<file path="config.mk">
export PLATFORM = sky130hd
export DESIGN_NAME = rcd_ref_clock
export DESIGN_NICKNAME = d
export VERILOG_FILES = /design/src/rcd_pkg.sv /design/src/rcd_ctrl_if.sv /design/src/rcd_ref_clock.sv /design/src/rcd_sync3.sv /design/src/rcd_divider.sv
export VERILOG_INCLUDE_DIRS = /design/src
export SDC_FILE = /design/constraint.sdc
export NUM_CORES = 1
export LEC_CHECK = 0
export BUFFER_PORTS_ARGS = -buffer_cell sky130_fd_sc_hd__clkbuf_2
export CAP_MARGIN = 20
export CORE_ASPECT_RATIO = 1.4
export CORE_MARGIN = 2
export CORE_UTILIZATION = 52
export CTS_BUF_LIST = sky130_fd_sc_hd__clkbuf_4 sky130_fd_sc_hd__clkbuf_8
export DETAILED_ROUTE_END_ITERATION = 8
export GPL_TIMING_DRIVEN = 1
export PLACE_DENSITY = 0.82
export SYNTH_ARGS = -nofsm -noshare
export SYNTH_HDL_FRONTEND = slang
export SYNTH_SLANG_ARGS = --single-unit
export TNS_END_PERCENT = 1
</file>
<file path="constraint.sdc">
create_clock -name clk -period 3.7 [get_ports clk]
set_input_delay 0.555 -clock clk [delete_from_list [all_inputs] [get_ports clk]]
set_output_delay 0.555 -clock clk [all_outputs]
set_load 0.02 [all_outputs]
</file>
<file path="src/rcd_defines.svh">
`ifndef RCD_DEFINES_SVH
`define RCD_DEFINES_SVH

// register byte addresses
`define RCD_ADDR_CTRL 12'h000
`define RCD_ADDR_STAT 12'h004

// control register field positions
`define RCD_DIV_LSB 0
`define RCD_DIV_MSB 2
`define RCD_DUTY_LSB 3
`define RCD_DUTY_MSB 4
`define RCD_SLEW_BIT 5
`define RCD_OE_BIT 6
`define RCD_EN_BIT 7

// control register reset value: off, not driven, slew limited, 50% duty, base rate
`define RCD_CTRL_RESET 8'h30

// status register field positions
`define RCD_STAT_OWNER_LSB 0
`define RCD_STAT_OWNER_MSB 1
`define RCD_STAT_XTAL_BIT 2
`define RCD_STAT_QUARTER_BIT 3
`define RCD_STAT_LEVEL_BIT 4
`define RCD_STAT_SLEEP_BIT 5

// oscillator clock divided by this for the quarter-rate output
`define RCD_QUARTER_DIV 4

`endif

</file>
<file path="src/rcd_pkg.sv">
package rcd_pkg;

    // who owns the shared output pin
    typedef enum logic [1:0] {
        RCD_PIN_IDLE,
        RCD_PIN_OSC,
        RCD_PIN_QUARTER,
        RCD_PIN_REF
    } rcd_pin_owner_e;

    typedef logic [2:0] rcd_div_t;
    typedef logic [1:0] rcd_duty_t;

endpackage

</file>
<file path="src/rcd_ctrl_if.sv">
`timescale 1ns/1ps
interface rcd_ctrl_if;
    import rcd_pkg::*;

    logic enable;      // generator runs
    rcd_div_t divSel;  // power-of-two divider select
    rcd_duty_t dutySel; // high-time select
    logic sleep;       // freeze request
    logic refClk;      // generated reference clock
    logic level;       // registered phase level, for status

    modport ctl (output enable, output divSel, output dutySel, output sleep,
        input refClk, input level);
    modport gen (input enable, input divSel, input dutySel, input sleep,
        output refClk, output level);
endinterface

</file>
<file path="src/rcd_ref_clock.sv">
`timescale 1ns/1ps
`include "rcd_defines.svh"

module rcd_ref_clock
    import rcd_pkg::*;
#(
    parameter int ADDR_W = 12
) (
    input wire logic clk,                    // system clock, 40 MHz
    input wire logic rst,                    // synchronous reset, active high
    input wire logic psel,                   // apb select
    input wire logic penable,                // apb access phase
    input wire logic pwrite,                 // apb direction, high for write
    input wire logic [ADDR_W-1:0] paddr,     // apb byte address
    input wire logic [31:0] pwdata,          // apb write data
    output logic [31:0] prdata,              // apb read data
    output logic pready,                     // apb ready
    output logic pslverr,                    // apb error on unmapped address
    input wire logic sleep,                  // device sleep, same clock domain
    input wire logic crystalModeSel,         // any crystal oscillator mode, config pin
    input wire logic foscQuarterOutputEnable, // quarter-rate output option, config pin
    output logic refClockOutPin,             // shared pin data
    output logic refClockPinOe,              // shared pin output enable
    output logic refClockSlewLimit,          // pad slew limiting on
    output logic modulatorClock              // internal clock to the modulator
);
    if (ADDR_W < 3) begin : g_bad_addr_w
        $error("rcd_ref_clock: ADDR_W too small for the map");
    end

    // control register and its fields
    // the fields are plain slices; nothing is decoded apart
    logic [7:0] refClockControlReg;          // software settings
    logic [7:0] next_ctrl;
    logic refClockEnable;
    logic refClockPinDriveEnable;
    rcd_div_t refClockDividerSelect;
    rcd_duty_t refClockDutySelect;
    logic refClockSlewBit;

    // apb answer registers
    logic next_pready;
    logic next_pslverr;
    logic [31:0] next_prdata;
    logic [31:0] statusWord;                  // live status view
    logic addrCtrl;
    logic addrStat;
    logic setupPhase;
    logic writeTaken;

    // synchronised configuration levels
    // bit 0 is the crystal mode, bit 1 the quarter-rate option
    logic [1:0] cfgSync;
    logic crystalMode;
    logic quarterEnable;

    // quarter-rate oscillator clock
    // a two-bit counter divides the system clock by four
    logic [1:0] quarterCnt;
    logic [1:0] next_quarterCnt;
    logic foscQuarterOutput;
    logic next_quarter;

    // pin ownership and pad controls
    // the owner decides what the shared pin carries and if it is driven
    rcd_pin_owner_e pinOwner;
    rcd_pin_owner_e next_pinOwner;
    logic next_oe;
    logic next_slew;
    logic next_modClk;
    logic pinDataReg;
    logic next_pinData;

    // settings go down and the clock and phase come back in one bundle
    rcd_ctrl_if ctlBus ();

    // configuration options come from outside this clock's domain
    // a change counts only once two later stages agree, so a slow
    // option edge cannot flip pin ownership back and forth
    rcd_sync3 #(
        .WIDTH(2)
    ) u_cfg_sync (
        .clk(clk),
        .rst(rst),
        .din({foscQuarterOutputEnable, crystalModeSel}),
        .dout(cfgSync)
    );

    assign crystalMode = cfgSync[0];
    assign quarterEnable = cfgSync[1];

    // field views of the control register
    // bits above 7 are not stored and read back as zero
    assign refClockDividerSelect = refClockControlReg[`RCD_DIV_MSB:`RCD_DIV_LSB];
    assign refClockDutySelect = refClockControlReg[`RCD_DUTY_MSB:`RCD_DUTY_LSB];
    assign refClockSlewBit = refClockControlReg[`RCD_SLEW_BIT];
    assign refClockPinDriveEnable = refClockControlReg[`RCD_OE_BIT];
    assign refClockEnable = refClockControlReg[`RCD_EN_BIT];

    // settings to the generator; enable is honoured whatever owns the pin
    assign ctlBus.enable = refClockEnable;
    assign ctlBus.divSel = refClockDividerSelect;
    assign ctlBus.dutySel = refClockDutySelect;
    assign ctlBus.sleep = sleep;

    // the divider runs from the system clock alone, whatever owns the pin
    rcd_divider u_divider (
        .clk(clk),
        .rst(rst),
        .ctl(ctlBus)
    );

    // address decode and status assembly
    // the full address is compared, so aliases answer with an error
    // status is a live view: nothing in it is latched or cleared by a read
    always_comb begin
        addrCtrl = (paddr == ADDR_W'(`RCD_ADDR_CTRL));
        addrStat = (paddr == ADDR_W'(`RCD_ADDR_STAT));
        setupPhase = psel & ~penable;
        writeTaken = psel & penable & pready & pwrite & addrCtrl;
        statusWord = 32'h0000_0000;
        statusWord[`RCD_STAT_OWNER_MSB:`RCD_STAT_OWNER_LSB] = pinOwner;
        statusWord[`RCD_STAT_XTAL_BIT] = crystalMode;
        statusWord[`RCD_STAT_QUARTER_BIT] = quarterEnable;
        statusWord[`RCD_STAT_LEVEL_BIT] = ctlBus.level;
        statusWord[`RCD_STAT_SLEEP_BIT] = sleep;
    end

    // apb answer: ready is raised for the first access cycle, so no wait states
    // the answer is built during setup and registered, so it leaves flops;
    // prdata then holds until the next setup
    always_comb begin
        next_pready = 1'b0;
        next_pslverr = 1'b0;
        next_prdata = prdata;
        if (setupPhase) begin
            next_pready = 1'b1;
            next_pslverr = ~(addrCtrl | addrStat);
            if (!pwrite && addrCtrl) begin
                next_prdata = {24'h00_0000, refClockControlReg};
            end else if (!pwrite && addrStat) begin
                next_prdata = statusWord;
            end else begin
                // unmapped reads and all writes return zero
                next_prdata = 32'h0000_0000;
            end
        end
    end

    // answer registers; pready falls again after one cycle
    always_ff @(posedge clk) begin
        if (rst) begin
            pready <= 1'b0;
            pslverr <= 1'b0;
            prdata <= 32'h0000_0000;
        end else begin
            pready <= next_pready;
            pslverr <= next_pslverr;
            prdata <= next_prdata;
        end
    end

    // control register: writes land at the access edge; reset restores
    // defaults, leaving the generator off until firmware sets it up
    // writes to the status word or an unmapped address change nothing
    always_comb begin
        next_ctrl = refClockControlReg;
        if (writeTaken) begin
            next_ctrl = pwdata[7:0];
        end
    end

    // only rst restores the settings; sleep leaves them in place
    always_ff @(posedge clk) begin
        if (rst) begin
            refClockControlReg <= `RCD_CTRL_RESET;
        end else begin
            refClockControlReg <= next_ctrl;
        end
    end

    // quarter-rate oscillator clock, 50% duty; it also freezes in sleep
    // because the oscillator clock itself stops there
    // it runs whether or not the option is selected, so the quarter
    // clock is already running when ownership passes to it
    always_comb begin
        next_quarterCnt = quarterCnt;
        next_quarter = foscQuarterOutput;
        if (!sleep) begin
            next_quarterCnt = 2'((quarterCnt + 2'h1) % `RCD_QUARTER_DIV);
            next_quarter = (next_quarterCnt < 2'(`RCD_QUARTER_DIV / 2));
        end
    end

    // quarter counter and its registered output
    always_ff @(posedge clk) begin
        if (rst) begin
            quarterCnt <= 2'h0;
            foscQuarterOutput <= 1'b0;
        end else begin
            quarterCnt <= next_quarterCnt;
            foscQuarterOutput <= next_quarter;
        end
    end

    // pin ownership: crystal mode first, then the quarter output, then us
    // an oscillator on the pin cannot be overdriven, and the quarter
    // option is a configuration choice that software cannot override
    // ownership is frozen in sleep, so the pin select cannot move while held
    always_comb begin
        if (sleep) begin
            next_pinOwner = pinOwner;
        end else if (crystalMode) begin
            next_pinOwner = RCD_PIN_OSC;
        end else if (quarterEnable) begin
            next_pinOwner = RCD_PIN_QUARTER;
        end else if (refClockPinDriveEnable) begin
            next_pinOwner = RCD_PIN_REF;
        end else begin
            next_pinOwner = RCD_PIN_IDLE;
        end
    end

    // pad controls registered; sleep holds them where they stand
    // enable and owner are registered together, so the pin data select
    // and the enable never disagree for a cycle
    always_comb begin
        next_oe = refClockPinOe;
        next_slew = refClockSlewLimit;
        next_pinData = pinDataReg;
        if (!sleep) begin
            unique case (next_pinOwner)
                RCD_PIN_OSC: begin
                    next_oe = 1'b0;
                    next_pinData = 1'b0;
                end
                RCD_PIN_QUARTER: begin
                    next_oe = 1'b1;
                    next_pinData = next_quarter;
                end
                RCD_PIN_REF: begin
                    next_oe = 1'b1;
                    next_pinData = 1'b0;
                end
                RCD_PIN_IDLE: begin
                    next_oe = 1'b0;
                    next_pinData = 1'b0;
                end
            endcase
            next_slew = refClockSlewBit;
        end
    end

    // the pad resets undriven with slew limiting on, safe for a shared pin
    always_ff @(posedge clk) begin
        if (rst) begin
            pinOwner <= RCD_PIN_IDLE;
            refClockPinOe <= 1'b0;
            refClockSlewLimit <= 1'b1;
            pinDataReg <= 1'b0;
        end else begin
            pinOwner <= next_pinOwner;
            refClockPinOe <= next_oe;
            refClockSlewLimit <= next_slew;
            pinDataReg <= next_pinData;
        end
    end

    // pin data: the reference path passes the generated clock itself, since
    // the base rate cannot be rebuilt by a register on the same clock
    // limitation: the pad must accept a gated copy of the system clock
    always_comb begin
        if (pinOwner == RCD_PIN_REF) begin
            refClockOutPin = ctlBus.refClk;
        end else begin
            refClockOutPin = pinDataReg;
        end
    end

    // the modulator always sees the generated clock, pin or no pin
    // it taps the clock ahead of the pin select, so a crystal or quarter
    // owner never starves the modulator
    always_comb begin
        next_modClk = ctlBus.refClk;
        modulatorClock = next_modClk;
    end
endmodule

</file>
<file path="src/rcd_sync3.sv">
`timescale 1ns/1ps
module rcd_sync3 #(
    parameter int WIDTH = 2
) (
    input wire logic clk,              // system clock
    input wire logic rst,              // synchronous reset
    input wire logic [WIDTH-1:0] din,  // asynchronous levels
    output logic [WIDTH-1:0] dout      // filtered levels
);
    if (WIDTH < 1) begin : g_bad_width
        $error("rcd_sync3: WIDTH must be at least 1");
    end

    // one three-stage chain per bit; the first stage feeds only the second
    for (genvar i = 0; i < WIDTH; i++) begin : g_bit
        logic s1, s2, s3;
        logic next_out;
        always_comb begin
            // accept a change only when stages two and three agree
            next_out = (s2 == s3) ? s3 : dout[i];
        end
        always_ff @(posedge clk) begin
            if (rst) begin
                s1 <= 1'b0;
                s2 <= 1'b0;
                s3 <= 1'b0;
                dout[i] <= 1'b0;
            end else begin
                s1 <= din[i];
                s2 <= s1;
                s3 <= s2;
                dout[i] <= next_out;
            end
        end
    end
endmodule

</file>
<file path="src/rcd_divider.sv">
`timescale 1ns/1ps
module rcd_divider
    import rcd_pkg::*;
(
    input wire logic clk,  // system clock, the only source
    input wire logic rst,  // synchronous reset
    rcd_ctrl_if.gen ctl    // settings in, clock out
);
    logic [6:0] cnt;        // position within one output period
    logic [6:0] next_cnt;
    logic level;            // registered high phase
    logic next_level;
    logic held;             // level frozen for sleep
    logic next_held;
    logic [6:0] lastCnt;    // period minus one
    logic [7:0] highCnt;    // cycles high per period
    logic running;

    always_comb begin
        // period is two to the power of the select, base clock up to /128
        lastCnt = 7'(({1'b0, 7'h7f}) >> (3'h7 - ctl.divSel));
        // high cycles: duty quarter times the period
        // ten bits so that 75% of /128 (384) survives before the shift
        highCnt = 8'(({8'h00, ctl.dutySel} * (10'h001 << ctl.divSel)) >> 2);
        running = ctl.enable & ~ctl.sleep;
        next_cnt = cnt;
        next_held = held;
        if (!ctl.enable) begin
            next_cnt = 7'h00;
        end else if (running) begin
            next_cnt = (cnt >= lastCnt) ? 7'h00 : 7'(cnt + 7'h01);
            next_held = level;
        end
        // at /2 the 50% phase is the first cycle; wider ratios compare
        if (ctl.divSel == 3'h1) begin
            next_level = (next_cnt == 7'h00);
        end else if (ctl.divSel == 3'h0) begin
            next_level = (ctl.dutySel != 2'h0);
        end else begin
            next_level = ({1'b0, next_cnt} < highCnt);
        end
        if (!ctl.enable) begin
            next_level = 1'b0; // a re-enable starts from a low phase
        end else if (ctl.sleep) begin
            next_level = level;
        end
    end

    always_ff @(posedge clk) begin
        if (rst) begin
            cnt <= 7'h00;
            level <= 1'b0;
            held <= 1'b0;
        end else begin
            cnt <= next_cnt;
            level <= next_level;
            held <= next_held;
        end
    end

    // base rate and /2 quarter duties use the source clock edges, so their
    // accuracy follows the source duty; all other settings are pure registers
    always_comb begin
        if (!ctl.enable) begin
            ctl.refClk = 1'b0;
        end else if (ctl.sleep) begin
            ctl.refClk = held;
        end else if (ctl.divSel == 3'h0) begin
            ctl.refClk = clk & (ctl.dutySel != 2'h0);
        end else if (ctl.divSel == 3'h1 && ctl.dutySel == 2'h1) begin
            ctl.refClk = level & clk;
        end else if (ctl.divSel == 3'h1 && ctl.dutySel == 2'h3) begin
            ctl.refClk = level | clk;
        end else if (ctl.divSel == 3'h1 && ctl.dutySel == 2'h0) begin
            ctl.refClk = 1'b0;
        end else begin
            ctl.refClk = level;
        end
    end

    assign ctl.level = level;
endmodule

</file>
======== Yosys cells after proc, flatten, opt, wreduce, memory -nomap -nowiden ========
Index checks and enable logic that the tools add are counted.
storage, ports and cells
  register bits ........................... 67
  input port bits ......................... 52
  output and inout port bits .............. 38
  logic and storage cells ................. 95
operators by class
  add/subtract/negate cells ............... 3
  multiply operators ...................... 1
  order comparisons ....................... 3
  equal/unequal tests ..................... 10
  shifts and indexed selects .............. 2
  multiplexer cells ....................... 22
  bitwise logic cells ..................... 15
  reduce and logical (&&, ||, !) cells .... 18
operator list
  cell                                                                 number
  7-bit two-way mux                                                    3
  12-bit by 3-bit == test with 1-bit output (second input constant)    1
  12-bit zero test                                                     1
  1-bit two-way mux                                                    11
  2-bit by 10-bit multiplier with 10-bit output                        1
  1-bit by 3-bit left shift with 10-bit output (first input constant)  1
  1-bit bitwise AND                                                    8
  2-bit == test (second input constant)                                4
  7-bit by 8-bit less-than comparator with 1-bit output                1
  2-bit two-way mux                                                    4
  8-bit two-way mux                                                    1
  2-bit OR reduction                                                   4
  7-bit by 1-bit adder with 7-bit output (second input constant)       1
  7-bit greater-or-equal comparator                                    1
  7-bit zero test                                                      1
  7-bit by 3-bit right shift with 7-bit output (first input constant)  1
  6-bit two-way mux                                                    1
  1-bit logical AND                                                    5
  1-bit NOT                                                            5
  2-bit by 1-bit == test with 1-bit output (second input constant)     2
  2-bit zero test                                                      2
  1-bit one-hot mux with 2 select lines                                2
  3-bit by 1-bit == test with 1-bit output (second input constant)     1
  3-bit zero test                                                      1
  9 further kinds                                                      11

======== Logic depth before layout (Yosys ltp) ========
Gate-level depths: netlist (run 1).
  depth after elaboration ................. 9
  depth in mapped cells ................... 17
  gate-level depth less buffers ........... 16

======== Modules after synthesis ========
Synthesis (run 1) repeated with hierarchy kept, for this count alone.
second synthesis, totals
  cell total of the unflattened synthesis .. 316
  area, all modules ....................... 2713.9 sq um
modules (own cells, without submodules)
  module         times used  cells an instance  area an instance (sq um)  sequential area each (sq um)
  rcd_divider    1           169                1275.0                    180.2
  rcd_ref_clock  1           127                1211.2                    500.5
  rcd_sync3      1           20                 227.7                     160.2

==> impl_summary.md, run 1 <==
Outcome
The flow ran to the end, but the final reports show violations. The checks that failed: DRC.

Route
In the final routed layout, each cell accounts on average for 14.4 µm. The DRC violation count after routing is 2. The detail route stage leaves a number of antenna-violating nets equal to 0.

The first TritonRoute pass finished after 9 iterations. For this block, the initial DRC count from the detailed router was 93. For this block, the routed nets add up to 6260 µm of wire. The vias after detailed routing is approximately 2,400. After detailed routing, the number of vias per cell comes to between 5 and 6.

Power and ir drop
The part of the total power dissipated in the clock network is 50.6%. Of the total power, combinational logic draws 6.5%. The analysis attributes to cell leakage a power of 1.29 nW.

Sequential cells account for 42.8% of the total power. Net switching is 26.8% of the power. Cell internal power was estimated by the tool at a little under 0.8 mW. For this design the total switching power over the nets is ~0.29 mW. Power spread over the standard cell area amounts to 347 nW/µm². The worst-case IR drop observed on VDD is approximately 0.39 mV.

STA
The max-slew violation total from the final report is 0. The slew at the pin closest to its max-slew limit is 0.757 ns. The final setup TNS is 0 ns. The number of setup violations in the final report is 0.

For the final database, setup skew stands at 0.00715 ns. The post-route worst hold slack is 0.341 ns. The relative slew slack is 49.2%.

Setup repair after global routing left no endpoint under its margin. The final count of hold timing violations is 0.

Logic synthesis
Summing every instance area after synthesis gives 2680 µm². sky130_fd_sc_hd__nor2_1 is the most common cell in the netlist. Sorting the synthesized cells by how often they occur yields sky130_fd_sc_hd__nor2_1, sky130_fd_sc_hd__dfxtp_1, sky130_fd_sc_hd__nand2_1. Summed over its instances, the top area cell type makes up 31.4% of the synthesized netlist area.

The area share of fa/ha/maj cells after synthesis is 10.1%. Of the total synthesized cell area, the portion taken by AND, OR, NAND and NOR gates is 23.9%. The compound-gate portion of the synthesized area is 15.1%. The fraction of the yosys area taken by sequential cells is 31.4%. The average cell area after synthesis is 8.29 µm².

Counting flops with an async set or reset pin after synthesis yields a share of 0%. After Yosys synthesis, XOR and XNOR cells account for 4.25% of the synthesized area. The multiplexer share of the synthesized area is 5.10%. The dominant cell type by area after synthesis is sky130_fd_sc_hd__dfxtp_1. Synthesis handed over a netlist of approximately 320 instances. After synthesis, the netlist uses 48 different library cells.

Synthesis inferred 42 register bits. The combinational family with the most area after synthesis is simple AND/OR/NAND/NOR gates. Yosys printed 0 warnings. The number of enable flip-flop cells after synthesis is 0. By area the synthesized netlist is led by sky130_fd_sc_hd__dfxtp_1, sky130_fd_sc_hd__ha_1, sky130_fd_sc_hd__buf_4, sky130_fd_sc_hd__nor2_1, sky130_fd_sc_hd__nand2_1.

Among all flip-flop cells after synthesis, the most frequent one is sky130_fd_sc_hd__dfxtp_1.

Floorplan
The die covers ~5700 µm². In this run the vertical extent of the chip is 88.9 µm. The die is 64.6 µm wide. The number of placement rows is 30. The core box area is between 4000 and 5000 µm². The initial standard-cell utilization of the core is 54.4%.

The top-level I/O count is 90.

GRT
The global-route total usage across every layer is 21.4%. The first global-routing pass estimated 9600 µm of wire. Entering global routing, the biggest net connects 36 pins. The via count of the first global-routing pass is around 2,100. The number of antenna violations at the first check in global routing is 0. After global routing the overflow that remains totals 0.

Final layout
The share of layout cells above drive strength 1 is between 20% and 30%. The total number of nets in the final design is 442. From synthesis to final layout, the design area changed by 16.2%.

The number of antenna diodes in the final layout is 0. The layout has 390 filler cells.

Worst hold path
The worst hold path belongs to the class in2reg.

Worst setup path
At the worst endpoint, the required time is 3.14 ns. The kind of capture point of the worst setup path is a primary output. The critical setup path kind is clk2out. The critical path goes through clkbuf_8, clkbuf_8, clkbuf_8, clkbuf_8, a221oi_4, clkbuf_8, buf_8, o31ai_4, clkbuf_8. The maximum fanout along the worst path is 2. In this design, the largest share of critical-path delay is due to buffers and inverters. Data arrives at the worst endpoint at 3.09 ns. The critical path's slowest cell is sky130_fd_sc_hd__a221oi_4. Together, buffers and inverters on the worst path number 7. The largest incremental delay on the critical path is 0.25 ns. The worst setup path is launched from a clock port. By instance count, the cell type seen most on the critical path is sky130_fd_sc_hd__clkbuf_8.

Clock tree
For the worst-skew pair, the clock arrives at the later sink with an insertion delay of 0.41 ns. The clock tree from TritonCTS is built. After clock tree synthesis, the clock-pin slew on the worst setup and hold paths is 0.08 ns.

Run
The number of violations of the max-capacitance limit is 0.

Placement
Routability-driven placement finished with a final weighted congestion of 0.864. The number of port buffers is 41. Detailed placement ended at an HPWL of 4240 µm.
[per-stage QoR]
stage,total power [mW],std cells,setup WS (ns),area [µm²],utilization (%)
after CTS,1.06,434,0.0249,3080,62.7
after detailed placement,0.547,417,0.279,2840,57.8
after floorplan,0.546,346,0.597,2760,-
after global placement,0.546,417,0.293,2840,57.8
final,1.08,435,0.0510,3110,63.2
after global routing,1.11,435,0.0111,3110,63.2
[placed cells by master (no fill, tap or decap), drive strengths merged, types with 11 or more instances in the layout]
| master | n |
|---|---|
| nor2b | 13 |
| nand2 | 28 |
| ha | 20 |
| conb | 25 |
| clkbuf | 54 |
| dfxtp | 42 |
| a21oi | 12 |
| o21ai | 11 |
| nor2 | 48 |
[state kept, by name, summed over array words and instances (netlist names)]
register and cells:
refClockPinOe 1, u_divider.held 1, u_divider.cnt 7, u_divider.ctl.level 1, u_cfg_sync.dout 2, pinDataReg 1, refClockSlewLimit 1, pready 1
quarterCnt 2, u_cfg_sync.g_bit.s1 2, refClockControlReg 8, u_cfg_sync.g_bit.s2 2, prdata 8, pslverr 1, u_cfg_sync.g_bit.s3 2, pinOwner 2
[what timing repair did]
action | 4_1_cts | 5_1_grt
hold buffers | 0 | 0
setup endpoints to repair | 2 | 3
gates resized for setup | 5 | 5
cloned | 0 | 0
pin swaps | 2 | 2
setup buffers | 0 | 1
[worst paths after layout]
| check | start | end | slack [ns] | cells past startpoint |
|---|---|---|---|---|
| hold reg to reg | u_cfg_sync.g_bit[0].s1 | u_cfg_sync.g_bit[0].s2 | 0.44 | 1 |
| setup reg to reg | refClockControlReg[1] | u_divider.ctl.level | 0.23 | 14 |
| hold / removal | pwdata[5] | refClockControlReg[5] | 0.34 | 2 |
| setup / recovery | clk | refClockOutPin | 0.05 | 9 |
[per-layer routing]
layer / share of wire (%) / global-route usage, % / up-vias / wire length [µm]
li1: - / - / 1163 / -
met5: 0 / 0 / - / 0
met2: 53 / 38.6 / 95 / 3340
met4: 3.0 / 13.0 / 0 / 186
met3: 5.3 / 5.47 / 21 / 332
met1: 38 / 22.3 / 1132 / 2400
[power by group through the flow]
stage	combinational, mW	sequential (mW)	clock, mW
floorplan	0.0670	0.473	0.00603
global placement	0.0683	0.472	0.00604
detailed placement	0.0691	0.472	0.00604
CTS	0.0699	0.462	0.529
global route	0.0775	0.463	0.571
finish	0.0706	0.462	0.546
[cell families (layout without fill, tap and decap cells)]
group                    after synthesis  in the layout
AO/OA/AOI/OAI                         57             57
XOR/XNOR                              13             13
adder cells (fa/ha/maj)               21             21
buffers and inverters                 46             71
flip-flops                            42             42
multiplexers                          13             13
other                                  2             25
AND/OR/NAND/NOR                      129            129
[cell type report]
| class | count | area (µm²) | share of cell area [%] |
|---|---|---|---|
| clock inverters | 3 | 25.0 | 0.805 |
| clock buffers | 16 | 206 | 6.64 |
| repair buffers | 44 | 233 | 7.48 |
| inverters | 8 | 30.0 | 0.966 |
| multi-input cells | 258 | 1690 | 54.4 |
| well taps | 64 | 80.1 | 2.58 |
| flip-flops and latches | 42 | 843 | 27.1 |
[worst register-to-register path, stage by stage, from the launching register on]
cell and delay, ns:
sky130_fd_sc_hd__dfxtp_1 0.42, sky130_fd_sc_hd__nor3_1 0.28, sky130_fd_sc_hd__inv_1 0.07, sky130_fd_sc_hd__ha_1 0.27, sky130_fd_sc_hd__nand2b_1 0.14, sky130_fd_sc_hd__a211o_1 0.33, sky130_fd_sc_hd__a211oi_4 0.33, sky130_fd_sc_hd__o21ai_2 0.15
sky130_fd_sc_hd__nor2_1 0.22, sky130_fd_sc_hd__ha_1 0.26, sky130_fd_sc_hd__o211ai_1 0.17, sky130_fd_sc_hd__a21oi_1 0.12, sky130_fd_sc_hd__a221oi_1 0.32, sky130_fd_sc_hd__a211oi_1 0.13, sky130_fd_sc_hd__o22ai_1 0.18
Power figures use the tool's default switching activity.
==> run 2, diff against run 1 <==
BUFFER_PORTS_ARGS = default   (was -buffer_cell sky130_fd_sc_hd__clkbuf_2)
DONT_BUFFER_PORTS = 1   (was default)
PLACE_DENSITY = 0.67   (was 0.82)
==> run 2 against run 1 <==
  * The run now ends clean
  * Utilization down 3.6 points
  * First-iteration DRC count up 5.4%
  * Via count down 7.9%
  * Total power up 0.62%
  * Die area unchanged
  * Cell area down 5.7%
  * Sequential share of layout area up 1.6 points
  * Critical path depth unchanged
  * Critical endpoint unchanged
==> impl_summary.md, run 2 (same netlist as run 1, synthesis figures left out) <==
Route
The number of routed nets with antenna violations is 0. After detailed routing, the total wire length is 5950 µm. Dividing the detail-routed wire length by the instance count gives 14.9 µm. The first TritonRoute pass finished after 6 iterations. For this run, design rule violations remaining after detail routing come to 0. The final route contains between 2,000 and 2,500 vias.

The average vias per placed instance is between 5 and 6. In this run, the number of DRC markers left after iteration 0 of detailed routing was around 100.

STA
Measured against its own limit, the worst slew margin works out to between 40% and 50%. The final setup TNS is 0 ns. The final count of hold timing violations is 0. Setup repair after global routing left no endpoint under its margin. For the pin with the worst max-slew slack, the measured transition is 0.828 ns. The max-slew violation total from the final report is 0.

The post-route worst hold slack is 0.195 ns. The final worst-path setup slack is 0.0388 ns. Setup violations remaining at the end of the flow were counted as 0. For the final database, setup skew stands at 0.0105 ns.

Clock tree
After clock tree synthesis, the clock-pin slew on the worst setup and hold paths is 0.09 ns. The insertion delay to the later sink of the worst-skew pair is 0.42 ns. The clock tree from TritonCTS is built.

The hold buffer count at cts is 0.

GRT
Entering global routing, the biggest net connects 36 pins. The global-route total usage across every layer is 21.7%. The via count of the first global-routing pass is ~2,100.

After global routing the overflow that remains totals 0. The number of antenna violations at the first check in global routing is 0. The first global-routing pass estimated around 9500 µm of wire.

Placement
After detailed placement, the total cell area comes to 2650 µm². Detailed placement ended at an HPWL of 4320 µm. Routability-driven placement finished with a final weighted congestion of ~0.84. The number of port buffers is 0. The setup slack after placement is 0.173 ns.

Floorplan
The die area is 5740 µm². The initial standard-cell utilization of the core is 54.4%. The floorplan step set the die height to 88.9 µm. The die span in x is approximately 65 µm. The number of placement rows is 30. The core region is 4920 µm². In this run the count of I/O pins placed on the die edge is 90.

Worst setup path
The startpoint type of the worst setup path is a clock port. The data arrival time of the worst path is 3.11 ns. The critical path is of the clk2out type.

At the worst endpoint, the required time is around 3.1 ns. Of all nets on the critical path, the largest fanout is 2. STA classifies the critical path endpoint as a primary output.

Final layout
The library cell used most frequently in the layout, excluding fill and tap cells, is sky130_fd_sc_hd__nor2_1. The post-route core utilization is 59.6%. Leaving out fill and tap cells, the most frequent cells in the layout are sky130_fd_sc_hd__nor2_1, sky130_fd_sc_hd__dfxtp_1, sky130_fd_sc_hd__nand2_1. The post-synthesis to final-layout area growth is 9.58%. For this run, the post-layout net count is 405.

The largest registers in the layout are prdata x8, refClockControlReg x8, u_divider.cnt x7. The post-route cell area is ~2900 µm². The count of inserted antenna diode cells is 0. Of the cells placed in the final design, the portion with a size suffix greater than 1 is 12.9%.

Outcome
The flow ran to the end, and the final reports show no timing, DRC or antenna violations.

Power and ir drop
VDD sags by at most between 0.2 and 0.3 mV. Power spread over the standard cell area amounts to 370 nW/µm². In this run the static leakage power is 1.14 nW.

Worst hold path
The type of the tightest min-delay check is in2reg.

Run
The number of violations of the max-capacitance limit is 0.
==> run 2: worst max-delay path: stages <==
cell and delay (ns):
sky130_fd_sc_hd__clkbuf_8 0.11, sky130_fd_sc_hd__clkbuf_8 0.12, sky130_fd_sc_hd__clkbuf_8 0.12, sky130_fd_sc_hd__clkbuf_8 0.12, sky130_fd_sc_hd__clkbuf_8 0.13, sky130_fd_sc_hd__a221oi_4 0.26
sky130_fd_sc_hd__clkbuf_8 0.19, sky130_fd_sc_hd__clkbuf_8 0.13, sky130_fd_sc_hd__o31ai_4 0.09
==> run 2: final timing paths <==
path	endpoint	slack [ns]	depth (start not counted)	startpoint
worst max-delay path	refClockOutPin	0.04	9	clk
worst min-delay path	u_cfg_sync.dout[0]	0.20	1	rst
worst max register to register	u_divider.ctl.level	0.21	15	refClockControlReg[0]
worst min register to register	u_cfg_sync.g_bit[0].s2	0.45	1	u_cfg_sync.g_bit[0].s1
==> run 2: cell type report <==
| cell class | count | area [µm²] |
|---|---|---|
| timing repair buffer | 8 | 60.1 |
| inverter | 8 | 30.0 |
| tap | 64 | 80.1 |
| fill | 429 | 1980 |
| multi-input combinational | 258 | 1690 |
| clock buffer | 15 | 200 |
| clock inverter | 3 | 28.8 |
| sequential | 42 | 842 |
==> run 2: where the power goes <==
group	switching (mW)	total (mW)	internal (mW)
clock network	0.245	0.579	0.334
logic	0.0306	0.0417	0.0110
registers	0.00574	0.464	0.458
==> run 2: timing repair <==
| item | CTS | global route |
|---|---|---|
| resized for setup | 3 | 3 |
| gates cloned | 0 | 0 |
| pin swaps | 0 | 2 |
| setup buffers | 0 | 3 |
| setup endpoints to repair | 2 | 2 |
==> run 2: through the flow <==
stage               cells  power [mW]
finish                398        1.08
global route          398        1.12
CTS                   395        1.08
detailed placement    377       0.521
global placement      377       0.521
floorplan             346       0.546
==> run 2: per-layer routing <==
| metal | wire (µm) | GRT usage (%) | up-vias | share of wire (%) |
|---|---|---|---|---|
| met1 | 2290 | 22.3 | 1035 | 38 |
| met5 | 0 | 0 | - | 0 |
| met3 | 310 | 5.85 | 21 | 5.2 |
| li1 | - | - | 1093 | - |
| met4 | 173 | 12.0 | 0 | 2.9 |
| met2 | 3180 | 39.8 | 72 | 53 |
